File: src/core/irq_enable_defines.svh
`ifndef IRQ_ENABLE_DEFINES_SVH
`define IRQ_ENABLE_DEFINES_SVH

// ----------------------------------------
// Register byte addresses
// ----------------------------------------
`define EVENT_IRQ_ENABLE_ADDR 12'h036c
`define ERROR_IRQ_ENABLE_ADDR 12'h0370
`define EVENT_IRQ_STATUS_ADDR 12'h0384
`define ERROR_IRQ_STATUS_ADDR 12'h0388

// ----------------------------------------
// Event enable field positions
// ----------------------------------------
`define FRAME_TIMER_BIT 29
`define FRAME_TRIGGER_BIT 28
`define CONV_EVENT_LSB 16
`define SEQ_CONV_DONE_BIT 4
`define SEQ_BUFFER_DONE_BIT 0

// ----------------------------------------
// Error enable field positions
// ----------------------------------------
`define SEQ_FRAME_FAULT_BIT 19
`define SEQ_TIMING_FAULT_BIT 18
`define SEQ_DATA_FAULT_BIT 17
`define SEQ_TRANSFER_FAULT_BIT 16
`define CONV_FAULT_LSB 0

// ----------------------------------------
// Writable masks and reset values
// ----------------------------------------
`define EVENT_ENABLE_MASK 32'h300f_0011
`define ERROR_ENABLE_MASK 32'h000f_000f
`define ENABLE_RESET 32'h0000_0000
`define APB_ADDR_WIDTH 12

`endif

File: src/core/irq_enable_pkg.sv
`default_nettype none

package irq_enable_pkg;

  // ----------------------------------------
  // Bus carriers
  // ----------------------------------------
  typedef struct packed {
    logic        psel;
    logic        penable;
    logic        pwrite;
    logic [11:0] paddr;
    logic [31:0] pwdata;
  } apb_req_t;

  typedef struct packed {
    logic        pready;
    logic        pslverr;
    logic [31:0] prdata;
  } apb_rsp_t;

  // Access phase states
  typedef enum logic [1:0] {
    BUS_IDLE   = 2'b01,
    BUS_ANSWER = 2'b10
  } bus_state_t;

endpackage

`default_nettype wire

File: src/core/reset_sync.sv
`timescale 1ns/1ns
`default_nettype none

module reset_sync (
  // Clock and raw reset
  input wire logic sys_clk,
  input wire logic reset_n,
  // Released reset
  output logic syncReset_n
);

  logic [1:0] stage_q;

  // ----------------------------------------
  // Two stage release
  // ----------------------------------------
  // Assert at once, release after two edges
  always_ff @(posedge sys_clk or negedge reset_n) begin
    if (!reset_n) begin
      stage_q <= 2'h0;
    end else begin
      stage_q <= {stage_q[0], 1'b1};
    end
  end

  assign syncReset_n = stage_q[1];

endmodule

`default_nettype wire

File: src/core/sticky_status.sv
`timescale 1ns/1ns
`default_nettype none

module sticky_status #(
  parameter int WIDTH = 32
) (
  // Clock and reset
  input wire logic sys_clk,
  input wire logic rst_n,
  // Events and gating
  input wire logic [WIDTH-1:0] eventPulse,
  input wire logic [WIDTH-1:0] enableBits,
  input wire logic [WIDTH-1:0] clearBits,
  // Status
  output logic [WIDTH-1:0] statusBits
);

  logic [WIDTH-1:0] status_q;
  logic [WIDTH-1:0] status_d;

  // ----------------------------------------
  // Sticky flags, set wins over clear
  // ----------------------------------------
  // Enable is the registered value, so it was set before the event
  always_comb begin
    status_d = (status_q & ~clearBits) | (eventPulse & enableBits);
  end

  always_ff @(posedge sys_clk or negedge rst_n) begin
    if (!rst_n) begin
      status_q <= '0;
    end else begin
      status_q <= status_d;
    end
  end

  assign statusBits = status_q;

endmodule

`default_nettype wire

File: src/core/dac_irq_enables.sv
// Contract
// - Status bit sets only if its enable was set before the event.
// - Event enable bit 29 enables frame timer events; resets to 0.
// - Event enable bit 28 enables frame trigger events; resets to 0.
// - Event enable bits 16..19 enable converter 1..4 convert events.
// - Event enable bit 4 enables sequencer conversions done; resets to 0.
// - Event enable bit 0 enables sequencer buffer done; resets to 0.
// - Error enable bit 19 enables sequencer frame faults; resets to 0.
// - Error enable bit 18 enables sequencer timing faults; resets to 0.
// - Error enable bit 17 enables sequencer data faults; resets to 0.
// - Error enable bit 16 enables sequencer transfer faults; resets to 0.
// - Error enable bits 0..3 enable converter 1..4 faults.
// - Other error enable bits are reserved with no function.
// - Interrupt request is high while any status bit is set.
//
// The APB register port was left to the implementer.
`timescale 1ns/1ns
`default_nettype none
`include "irq_enable_defines.svh"

module dac_irq_enables
  import irq_enable_pkg::*;
#(
  parameter int CONVERTERS = 4
) (
  // Clock and reset
  input wire logic sys_clk,
  input wire logic reset_n,
  // APB slave
  input wire logic psel,
  input wire logic penable,
  input wire logic pwrite,
  input wire logic [11:0] paddr,
  input wire logic [31:0] pwdata,
  output logic pready,
  output logic pslverr,
  output logic [31:0] prdata,
  // Event sources, one-cycle pulses
  input wire logic frame_timer_evt,
  input wire logic frame_trigger_evt,
  input wire logic [CONVERTERS-1:0] conv_event_evt,
  input wire logic seq_conversions_done_evt,
  input wire logic seq_buffer_done_evt,
  // Error sources, one-cycle pulses
  input wire logic seq_frame_fault_evt,
  input wire logic seq_timing_fault_evt,
  input wire logic seq_data_fault_evt,
  input wire logic seq_transfer_fault_evt,
  input wire logic [CONVERTERS-1:0] conv_fault_evt,
  // Interrupt request
  output logic irqRequest
);

  // ----------------------------------------
  // State and wires
  // ----------------------------------------
  typedef struct packed {
    bus_state_t bus;
    logic [31:0] eventEnable;
    logic [31:0] errorEnable;
    logic [31:0] rdata;
    logic slvErr;
  } regs_t;

  regs_t state_q;
  regs_t state_d;
  apb_req_t req;
  logic rst_n;
  logic [31:0] eventPulse;
  logic [31:0] errorPulse;
  logic [31:0] eventStatus;
  logic [31:0] errorStatus;
  logic [31:0] eventClear;
  logic [31:0] errorClear;
  logic writeNow;

  // Known register decode
  function automatic logic isMapped(input logic [11:0] addr);
    isMapped = (addr == `EVENT_IRQ_ENABLE_ADDR) ||
               (addr == `ERROR_IRQ_ENABLE_ADDR) ||
               (addr == `EVENT_IRQ_STATUS_ADDR) ||
               (addr == `ERROR_IRQ_STATUS_ADDR);
  endfunction

  // ----------------------------------------
  // Reset release
  // ----------------------------------------
  reset_sync u_reset_sync (
    .sys_clk(sys_clk),
    .reset_n(reset_n),
    .syncReset_n(rst_n)
  );

  // Bus request bundle
  always_comb begin
    req.psel = psel;
    req.penable = penable;
    req.pwrite = pwrite;
    req.paddr = paddr;
    req.pwdata = pwdata;
  end

  // ----------------------------------------
  // Event and error vectors
  // ----------------------------------------
  // Place each source at its enable position
  always_comb begin
    eventPulse = '0;
    errorPulse = '0;
    eventPulse[`FRAME_TIMER_BIT] = frame_timer_evt;
    eventPulse[`FRAME_TRIGGER_BIT] = frame_trigger_evt;
    eventPulse[`SEQ_CONV_DONE_BIT] = seq_conversions_done_evt;
    eventPulse[`SEQ_BUFFER_DONE_BIT] = seq_buffer_done_evt;
    errorPulse[`SEQ_FRAME_FAULT_BIT] = seq_frame_fault_evt;
    errorPulse[`SEQ_TIMING_FAULT_BIT] = seq_timing_fault_evt;
    errorPulse[`SEQ_DATA_FAULT_BIT] = seq_data_fault_evt;
    errorPulse[`SEQ_TRANSFER_FAULT_BIT] = seq_transfer_fault_evt;
    for (int i = 0; i < CONVERTERS; i++) begin
      eventPulse[`CONV_EVENT_LSB + i] = conv_event_evt[i];
      errorPulse[`CONV_FAULT_LSB + i] = conv_fault_evt[i];
    end
  end

  // Status write-one-to-clear on access phase
  assign writeNow = req.psel && req.penable && req.pwrite &&
                    (state_q.bus == BUS_IDLE);
  assign eventClear = (writeNow && req.paddr == `EVENT_IRQ_STATUS_ADDR) ?
                      req.pwdata : '0;
  assign errorClear = (writeNow && req.paddr == `ERROR_IRQ_STATUS_ADDR) ?
                      req.pwdata : '0;

  // ----------------------------------------
  // Sticky status banks
  // ----------------------------------------
  sticky_status #(.WIDTH(32)) u_event_status (
    .sys_clk(sys_clk),
    .rst_n(rst_n),
    .eventPulse(eventPulse),
    .enableBits(state_q.eventEnable),
    .clearBits(eventClear),
    .statusBits(eventStatus)
  );

  sticky_status #(.WIDTH(32)) u_error_status (
    .sys_clk(sys_clk),
    .rst_n(rst_n),
    .eventPulse(errorPulse),
    .enableBits(state_q.errorEnable),
    .clearBits(errorClear),
    .statusBits(errorStatus)
  );

  // ----------------------------------------
  // Register next state
  // ----------------------------------------
  always_comb begin
    state_d = state_q;
    case (state_q.bus)
      BUS_IDLE: begin
        if (req.psel && req.penable) begin
          state_d.bus = BUS_ANSWER;
          state_d.slvErr = !isMapped(req.paddr);
          state_d.rdata = '0;
          if (req.pwrite) begin
            case (req.paddr)
              `EVENT_IRQ_ENABLE_ADDR: begin
                state_d.eventEnable = req.pwdata & `EVENT_ENABLE_MASK;
              end
              `ERROR_IRQ_ENABLE_ADDR: begin
                state_d.errorEnable = req.pwdata & `ERROR_ENABLE_MASK;
              end
              default: begin
                state_d.errorEnable = state_q.errorEnable;
              end
            endcase
          end else begin
            case (req.paddr)
              `EVENT_IRQ_ENABLE_ADDR: begin
                state_d.rdata = state_q.eventEnable;
              end
              `ERROR_IRQ_ENABLE_ADDR: begin
                state_d.rdata = state_q.errorEnable;
              end
              `EVENT_IRQ_STATUS_ADDR: begin
                state_d.rdata = eventStatus;
              end
              `ERROR_IRQ_STATUS_ADDR: begin
                state_d.rdata = errorStatus;
              end
              default: begin
                state_d.rdata = '0;
              end
            endcase
          end
        end
      end
      BUS_ANSWER: begin
        state_d.bus = BUS_IDLE;
      end
      default: begin
        state_d.bus = BUS_IDLE;
      end
    endcase
  end

  // ----------------------------------------
  // State register
  // ----------------------------------------
  always_ff @(posedge sys_clk or negedge rst_n) begin
    if (!rst_n) begin
      state_q.bus <= BUS_IDLE;
      state_q.eventEnable <= `ENABLE_RESET;
      state_q.errorEnable <= `ENABLE_RESET;
      state_q.rdata <= 32'h0000_0000;
      state_q.slvErr <= 1'b0;
    end else begin
      state_q <= state_d;
    end
  end

  // ----------------------------------------
  // Outputs
  // ----------------------------------------
  assign pready = (state_q.bus == BUS_ANSWER);
  assign pslverr = pready && state_q.slvErr;
  assign prdata = state_q.rdata;
  assign irqRequest = |{eventStatus, errorStatus};

endmodule

`default_nettype wire

File: config.mk
export PLATFORM = sky130hd
export DESIGN_NAME = dac_irq_enables
export DESIGN_NICKNAME = d
export VERILOG_FILES = /design/src/core/irq_enable_pkg.sv /design/src/core/reset_sync.sv /design/src/core/sticky_status.sv /design/src/core/dac_irq_enables.sv
export VERILOG_INCLUDE_DIRS = /design/src /design/src/core
export SDC_FILE = /design/constraint.sdc
export NUM_CORES = 1
export LEC_CHECK = 0
export BUFFER_PORTS_ARGS = -buffer_cell sky130_fd_sc_hd__buf_2
export CELL_PAD_IN_SITES_DETAIL_PLACEMENT = 0
export CELL_PAD_IN_SITES_GLOBAL_PLACEMENT = 1
export CORE_UTILIZATION = 44
export CTS_CLUSTER_DIAMETER = 100
export DETAILED_ROUTE_END_ITERATION = 10
export GPL_ROUTABILITY_DRIVEN = 0
export PLACE_DENSITY_LB_ADDON = 0.1
export SYNTH_ARGS = -nofsm -noshare
export SYNTH_HDL_FRONTEND = slang
export SYNTH_SLANG_ARGS = --single-unit
File: constraint.sdc
create_clock -name sys_clk -period 4.8 [get_ports sys_clk]
set_clock_uncertainty 0.2 [all_clocks]
set_input_delay 0.48 -clock sys_clk [delete_from_list [all_inputs] [get_ports sys_clk]]
set_output_delay 0.48 -clock sys_clk [all_outputs]
set_load 0.005 [all_outputs]
# Word-level counts from Yosys, hierarchy flattened
# Cells that the tools add are included.
# totals
regBits	117
output_inout_bits	35
wordCells	46
# op_classes
n_reduce_logical	14
mux	9
bitwise_logic	8
eq_ne	7
# op_table
op	count
32-bit case mux with 4 select lines	1
99-bit 2-to-1 mux	1
32-bit 2-to-1 mux	3
32-bit bitwise AND	2
64-bit 2-to-1 mux	1
32-bit inverter	2
32-bit OR	2
64-bit OR reduction	1
12-bit by 10-bit == test with 1-bit output, second input constant	4
30-bit bitwise AND	1
30-bit 2-to-1 mux	1
20-bit bitwise AND	1
20-bit 2-to-1 mux	1
4-bit AND reduction	2
1-bit logical AND	6
1-bit logical OR	3
2-bit by 1-bit == test with 1-bit output, second input constant	1
2-bit == test, second input constant	1
2-bit 2-to-1 mux	1
2-bit by 1-bit != test with 1-bit output, second input constant	1
2-bit AND reduction	1
1-bit zero test	1

# Depth between registers and ports, before layout
# depth
word_depth	8
mapped_depth	7
depth_no_buf	5

# By module
# Synthesis repeated with hierarchy kept, for this count alone.
# unflattened
cells_unflattened	619
area_unflattened_um2	6054.6
# by_module_without_submodules
mod	cells_per_inst	area_each_um2	instances
dac_irq_enables	360	3358.2	1
sticky_status	128	1321.3	2
reset_sync	3	53.8	1

# Worst setup path before layout
# OpenSTA, ideal clock, no wires.
# synth_path
path_type	input port to flip-flop
from	input paddr[1]
to	register state_q[65] (netlist name)
setup_ps	125
path_stages	6
setup_slack_ps	2793
t_arrival_ps	1682
required_time_ps	4475
path_cell_list	nor3_4 and4_1 buf_4 and4_4 buf_6 mux2_4
# synth_between
elab_chain_cells	2
# synth_rtl
item	line	source
start, declared	dac_irq_enables.sv:33	input wire logic [11:0] paddr,
12-bit by 10-bit == test with 1-bit output	dac_irq_enables.sv:165	case (req.paddr)
4-bit AND reduction (no source line)	n/a	
end signal, assigned	dac_irq_enables.sv:217	state_q <= state_d;
end, declared	dac_irq_enables.sv:65	regs_t state_q;
# No other way between the ends.
# A chain may end at the register's enable or synchronous reset.

# Worst setup path after layout
# layout_path
from	register state_q[97] (netlist name)
to	register u_error_status.status_q[24], in the netlist u_error_status.statusBits[24]
# layout_between
elab_chain_cells	7
# layout_rtl
item	line	source
2-bit by 1-bit == test with 1-bit output	dac_irq_enables.sv:126	(state_q.bus == BUS_IDLE);
1-bit logical AND	dac_irq_enables.sv:125	assign writeNow = req.psel && req.penable && req.pwrite &&
1-bit logical AND (no source line)	n/a	
32-bit 2-to-1 mux	dac_irq_enables.sv:129	assign errorClear = (writeNow && req.paddr == `ERROR_IRQ_STATUS_ADDR) ?
32-bit inverter	sticky_status.sv:26	status_d = (status_q & ~clearBits) | (eventPulse & enableBits);
32-bit bitwise AND	sticky_status.sv:26	
32-bit OR	sticky_status.sv:26	
net u_error_status.status_d[24]	sticky_status.sv:19	logic [WIDTH-1:0] status_d;
end signal, assigned	sticky_status.sv:33	status_q <= status_d;
end, declared	sticky_status.sv:18	logic [WIDTH-1:0] status_q;
# The timed path passes the listed nets, and every way through them passes these cells.

==> results.yml <==
drt:
  via_count: 3738
  drtIter0Drc: 228
  detailedRoute.firstPassIterationCount: 5
  drc_errors_left: 0
  vias_per_cell: 5.70
  drt.antenna.violating_nets: 0
  drt-wirelength-per-cell_microns: 19.6
  wirelength_microns: 12900
setup_path:
  largest_fanout_of_any_net_on_the_critical_path: 39
  critical_path_cell_by_cell: "nand4b_4 > inv_2 > and4_1 > buf_4 > and2_1 > a21boi_0"
  slowest_stage: "sky130_fd_sc_hd__and2_1"
  timing.critical_path.buf_inv: 2
  timing.critical_path.arrival_ps: 3340
  path_delay_family: "simple AND/OR/NAND/NOR gates"
  worstRegToRegCells: 6
  worstPathRequired_ps: 4830
  timing.setup.critical_path_class: "flip-flop to flip-flop"
  max_stage_delay_ps: 790
  cp-end-kind: "flip-flop"
  worst-path-stages: 6
  worst_setup_path_start_kind: "flip-flop"
yosys:
  synth.ff_latch_count: 117
  yosysWarningCount: 0
  synth_simple_gate_area_share_pct: 12.2
  synthXorXnorAreaFrac_pct: 0
  synth-seq-area-share_pct: 56.7
  synth-compound-area-share_pct: 19.8
  synthesis.nets: 494
  post_syn_area_sq_um: 5170
  proportion_of_synthesized_area_in_mux_cells_pct: 4.26
  synthDistinctLibCells: 40
  synth_cells: 429
  largest_family_of_logic_cells_by_synthesized_area: "compound AO/OA/AOI/OAI gates"
  postSynthAreaPerCell_sq_um: 12.0
  yosys.area_share.adder_pct: 0
place:
  placedInstanceArea_sq_um: 5540
  pre_cts_ws_ps: 1410
  numPortBuffers: 99
  placed_cell_count: 623
  place_hpwl_microns: 8450
clocking:
  clock_pin_transition_on_the_worst_setup_and_hold_timing_paths_ps: 60
  clockBufferDepth: 2
  clock_tree.htree_level_count: 4
  cts_hold_buffers: 1
  cts_repair_resize_count: 0
  tritoncts_clock_tree: "done"
  cts_post_setup_buffers_inserted: 0
  clock-root-buffer: "sky130_fd_sc_hd__clkbuf_16"
  cts_made_buffers: 17
  cts_num_sinks: 117
  worst_skew_pair.late_latency_ps: 410
grt:
  grt_pass1_wl_microns: 20300
  largest_net_degree_at_the_start_of_global_routing: 87
  first_global_vias: 3635
  gr-usage-all-layers_pct: 23.0
  grt_antenna_before_repair: 0
  gr-total-overflow: 0
hold_path:
  timing.hold.worst_path_depth: 2
  hold_path.class: "input pin to flip-flop"
sta:
  fin_crit_ps: 3310
  fin_tns_setup_ps: 0
  period_share_pct: 69.0
  tightestPinTransition_ps: 1100
  postLayoutSetupSlackWorst_ps: 1490
  timing.fmax_mhz: 302
  final-hold-violation-count: 0
  grt_setup_unrepaired: "no"
  relSlewSlack_pct: 26.8
  setup_violations: 0
  final-max-slew-violation-count: 0
final_layout:
  synthToLayoutAreaGrowth_pct: 18.3
  nets: 565
  stdcell_area_sq_um: 6120
  drive_above_1_share_pct: 31.8
  insertedDiodeCount: 0
  final_cells: 656
floorplanning:
  design.core.area_sq_um: 11400
  initial_standard_cell_utilization_of_the_core_pct: 45.3
  die_height_microns: 110
  ios: 100
  floorplan_die_width_microns: 110
  die_area_sq_um: 12200
  fp-row-count: 39
status:
  outcome: "complete, no violations"
run:
  max_cap_viol_count: 0
power:
  power.leakage_uw: 0.00293
  vdd_ir_drop_max_mv: 0.174
  total_power_uw: 2290
  power.density_cell_area_nw_per_um2: 374
[synthesized netlist by cell type]
| master | number | area, sq um |
|---|---|---|
| sky130_fd_sc_hd__dfrtp_1 | 116 | 2900 |
| sky130_fd_sc_hd__a21boi_0 | 46 | 345 |
| sky130_fd_sc_hd__buf_4 | 33 | 248 |
| sky130_fd_sc_hd__a22oi_1 | 26 | 195 |
| sky130_fd_sc_hd__nand2_1 | 26 | 97.6 |
| sky130_fd_sc_hd__a22o_1 | 22 | 193 |
| sky130_fd_sc_hd__o21ai_0 | 21 | 105 |
| sky130_fd_sc_hd__nand3_1 | 18 | 90.1 |
| sky130_fd_sc_hd__and2_1 | 16 | 100 |
| sky130_fd_sc_hd__nor4_1 | 16 | 100 |
| sky130_fd_sc_hd__a221o_1 | 11 | 110 |
| sky130_fd_sc_hd__buf_2 | 10 | 50.1 |
| sky130_fd_sc_hd__clkbuf_1 | 9 | 33.8 |
| sky130_fd_sc_hd__mux2_2 | 8 | 90.1 |
| sky130_fd_sc_hd__mux2_4 | 8 | 120 |
| sky130_fd_sc_hd__nand4_1 | 6 | 37.5 |
| sky130_fd_sc_hd__o2bb2ai_1 | 5 | 43.8 |
| sky130_fd_sc_hd__nor2_1 | 4 | 15.0 |
| sky130_fd_sc_hd__nor2b_1 | 3 | 18.8 |
| sky130_fd_sc_hd__a21boi_1 | 2 | 15.0 |
| sky130_fd_sc_hd__and4_1 | 2 | 17.5 |
| sky130_fd_sc_hd__buf_6 | 2 | 22.5 |
| sky130_fd_sc_hd__nor4_4 | 2 | 42.5 |
| sky130_fd_sc_hd__a211oi_1 | 1 | 7.51 |
| sky130_fd_sc_hd__and3b_1 | 1 | 8.76 |
| sky130_fd_sc_hd__and4_4 | 1 | 11.3 |
| sky130_fd_sc_hd__and4bb_2 | 1 | 12.5 |
| sky130_fd_sc_hd__conb_1 | 1 | 3.75 |
| sky130_fd_sc_hd__dfstp_2 | 1 | 26.3 |
| sky130_fd_sc_hd__inv_1 | 1 | 3.75 |
| sky130_fd_sc_hd__inv_2 | 1 | 3.75 |
| sky130_fd_sc_hd__mux2i_1 | 1 | 10.0 |
| sky130_fd_sc_hd__nand4b_1 | 1 | 8.76 |
| sky130_fd_sc_hd__nand4b_4 | 1 | 23.8 |
| sky130_fd_sc_hd__nor3_1 | 1 | 5.00 |
| sky130_fd_sc_hd__nor3_4 | 1 | 16.3 |
| sky130_fd_sc_hd__nor3b_1 | 1 | 7.51 |
| sky130_fd_sc_hd__nor3b_2 | 1 | 12.5 |
| sky130_fd_sc_hd__o22ai_1 | 1 | 6.26 |
| sky130_fd_sc_hd__or4_1 | 1 | 7.51 |
[layout by cell type, fill, tap and decap left out, types with 5 or more instances in the layout]
| cell type | instances |
|---|---|
| sky130_fd_sc_hd__o2bb2ai_1 | 5 |
| sky130_fd_sc_hd__a22oi_1 | 26 |
| sky130_fd_sc_hd__buf_2 | 99 |
| sky130_fd_sc_hd__o21ai_0 | 21 |
| sky130_fd_sc_hd__and2_1 | 16 |
| sky130_fd_sc_hd__nand2_1 | 26 |
| sky130_fd_sc_hd__a21boi_0 | 46 |
| sky130_fd_sc_hd__nand3_1 | 18 |
| sky130_fd_sc_hd__inv_6 | 7 |
| sky130_fd_sc_hd__mux2_4 | 8 |
| sky130_fd_sc_hd__mux2_2 | 8 |
| sky130_fd_sc_hd__clkbuf_16 | 17 |
| sky130_fd_sc_hd__a22o_1 | 22 |
| sky130_fd_sc_hd__a221o_1 | 11 |
| sky130_fd_sc_hd__nand4_1 | 6 |
| sky130_fd_sc_hd__nor4_1 | 16 |
| sky130_fd_sc_hd__buf_4 | 6 |
| sky130_fd_sc_hd__dfrtp_1 | 115 |
[through the flow]
stage / utilization [%] / hold slack [ps]
finish: 53.6 / 50.5
global route: 53.6 / 48.8
CTS: 53.6 / 28.1
detailed placement: 48.5 / 66.8
global placement: 48.5 / 64.3
floorplan: - / -15.6
[state kept, by name, indices dropped and copies added, names as in the netlist]
name and cells:
u_error_status.statusBits 32, u_event_status.statusBits 32, u_reset_sync.stage_q 2, state_q 19
prdata 32
[cells by family after synthesis]
| family | count (synthesis) |
|---|---|
| AO/OA/AOI/OAI | 135 |
| flip-flops | 117 |
| AND/OR/NAND/NOR | 103 |
| buffers and inverters | 56 |
| multiplexers | 17 |
| other | 1 |
[worst paths after layout]
check,startpoint,endpoint,slack [ps]
min in group asynchronous,reset_n,u_reset_sync.stage_q[1],180
hold reg to reg,u_reset_sync.stage_q[0],u_reset_sync.stage_q[1],160
max in group asynchronous,u_reset_sync.stage_q[1],state_q[94],3000
setup / recovery,state_q[97],u_error_status.statusBits[24],1490
hold / removal,pwdata[27],u_error_status.statusBits[27],50
setup reg to reg,state_q[97],u_error_status.statusBits[24],1490
[where the power goes]
part,switching (uW),internal (uW),leakage [uW]
clock network,482,724,0.000274
logic,45.3,30.3,0.00104
registers,16.1,991,0.00162
[final cells by class]
cell class / count / area [sq um]
fill: 1039 / 5300
sequential: 117 / 2930
multi-input combinational: 256 / 1880
timing repair buffer: 106 / 551
clock buffer: 17 / 425
tap: 143 / 179
clock inverter: 15 / 144
inverter: 2 / 7.51
[metal layers]
layer  track usage, %  part of all wire, %  up-vias  routed length [microns]
li1                 -                    -     1728                        -
met1             35.6                   50     1882                     6470
met4             7.42                 0.95        0                      122
met5                0                    0        -                        0
met3             4.88                  5.4       10                      694
met2             31.8                   43      118                     5600
[worst register-to-register path, stage by stage (launching register included)]
cell	delay, ps
sky130_fd_sc_hd__dfstp_2	550
sky130_fd_sc_hd__nand4b_4	530
sky130_fd_sc_hd__inv_2	320
sky130_fd_sc_hd__and4_1	220
sky130_fd_sc_hd__buf_4	250
sky130_fd_sc_hd__and2_1	790
sky130_fd_sc_hd__a21boi_0	270
No activity file was read; power rests on OpenSTA's default activity.
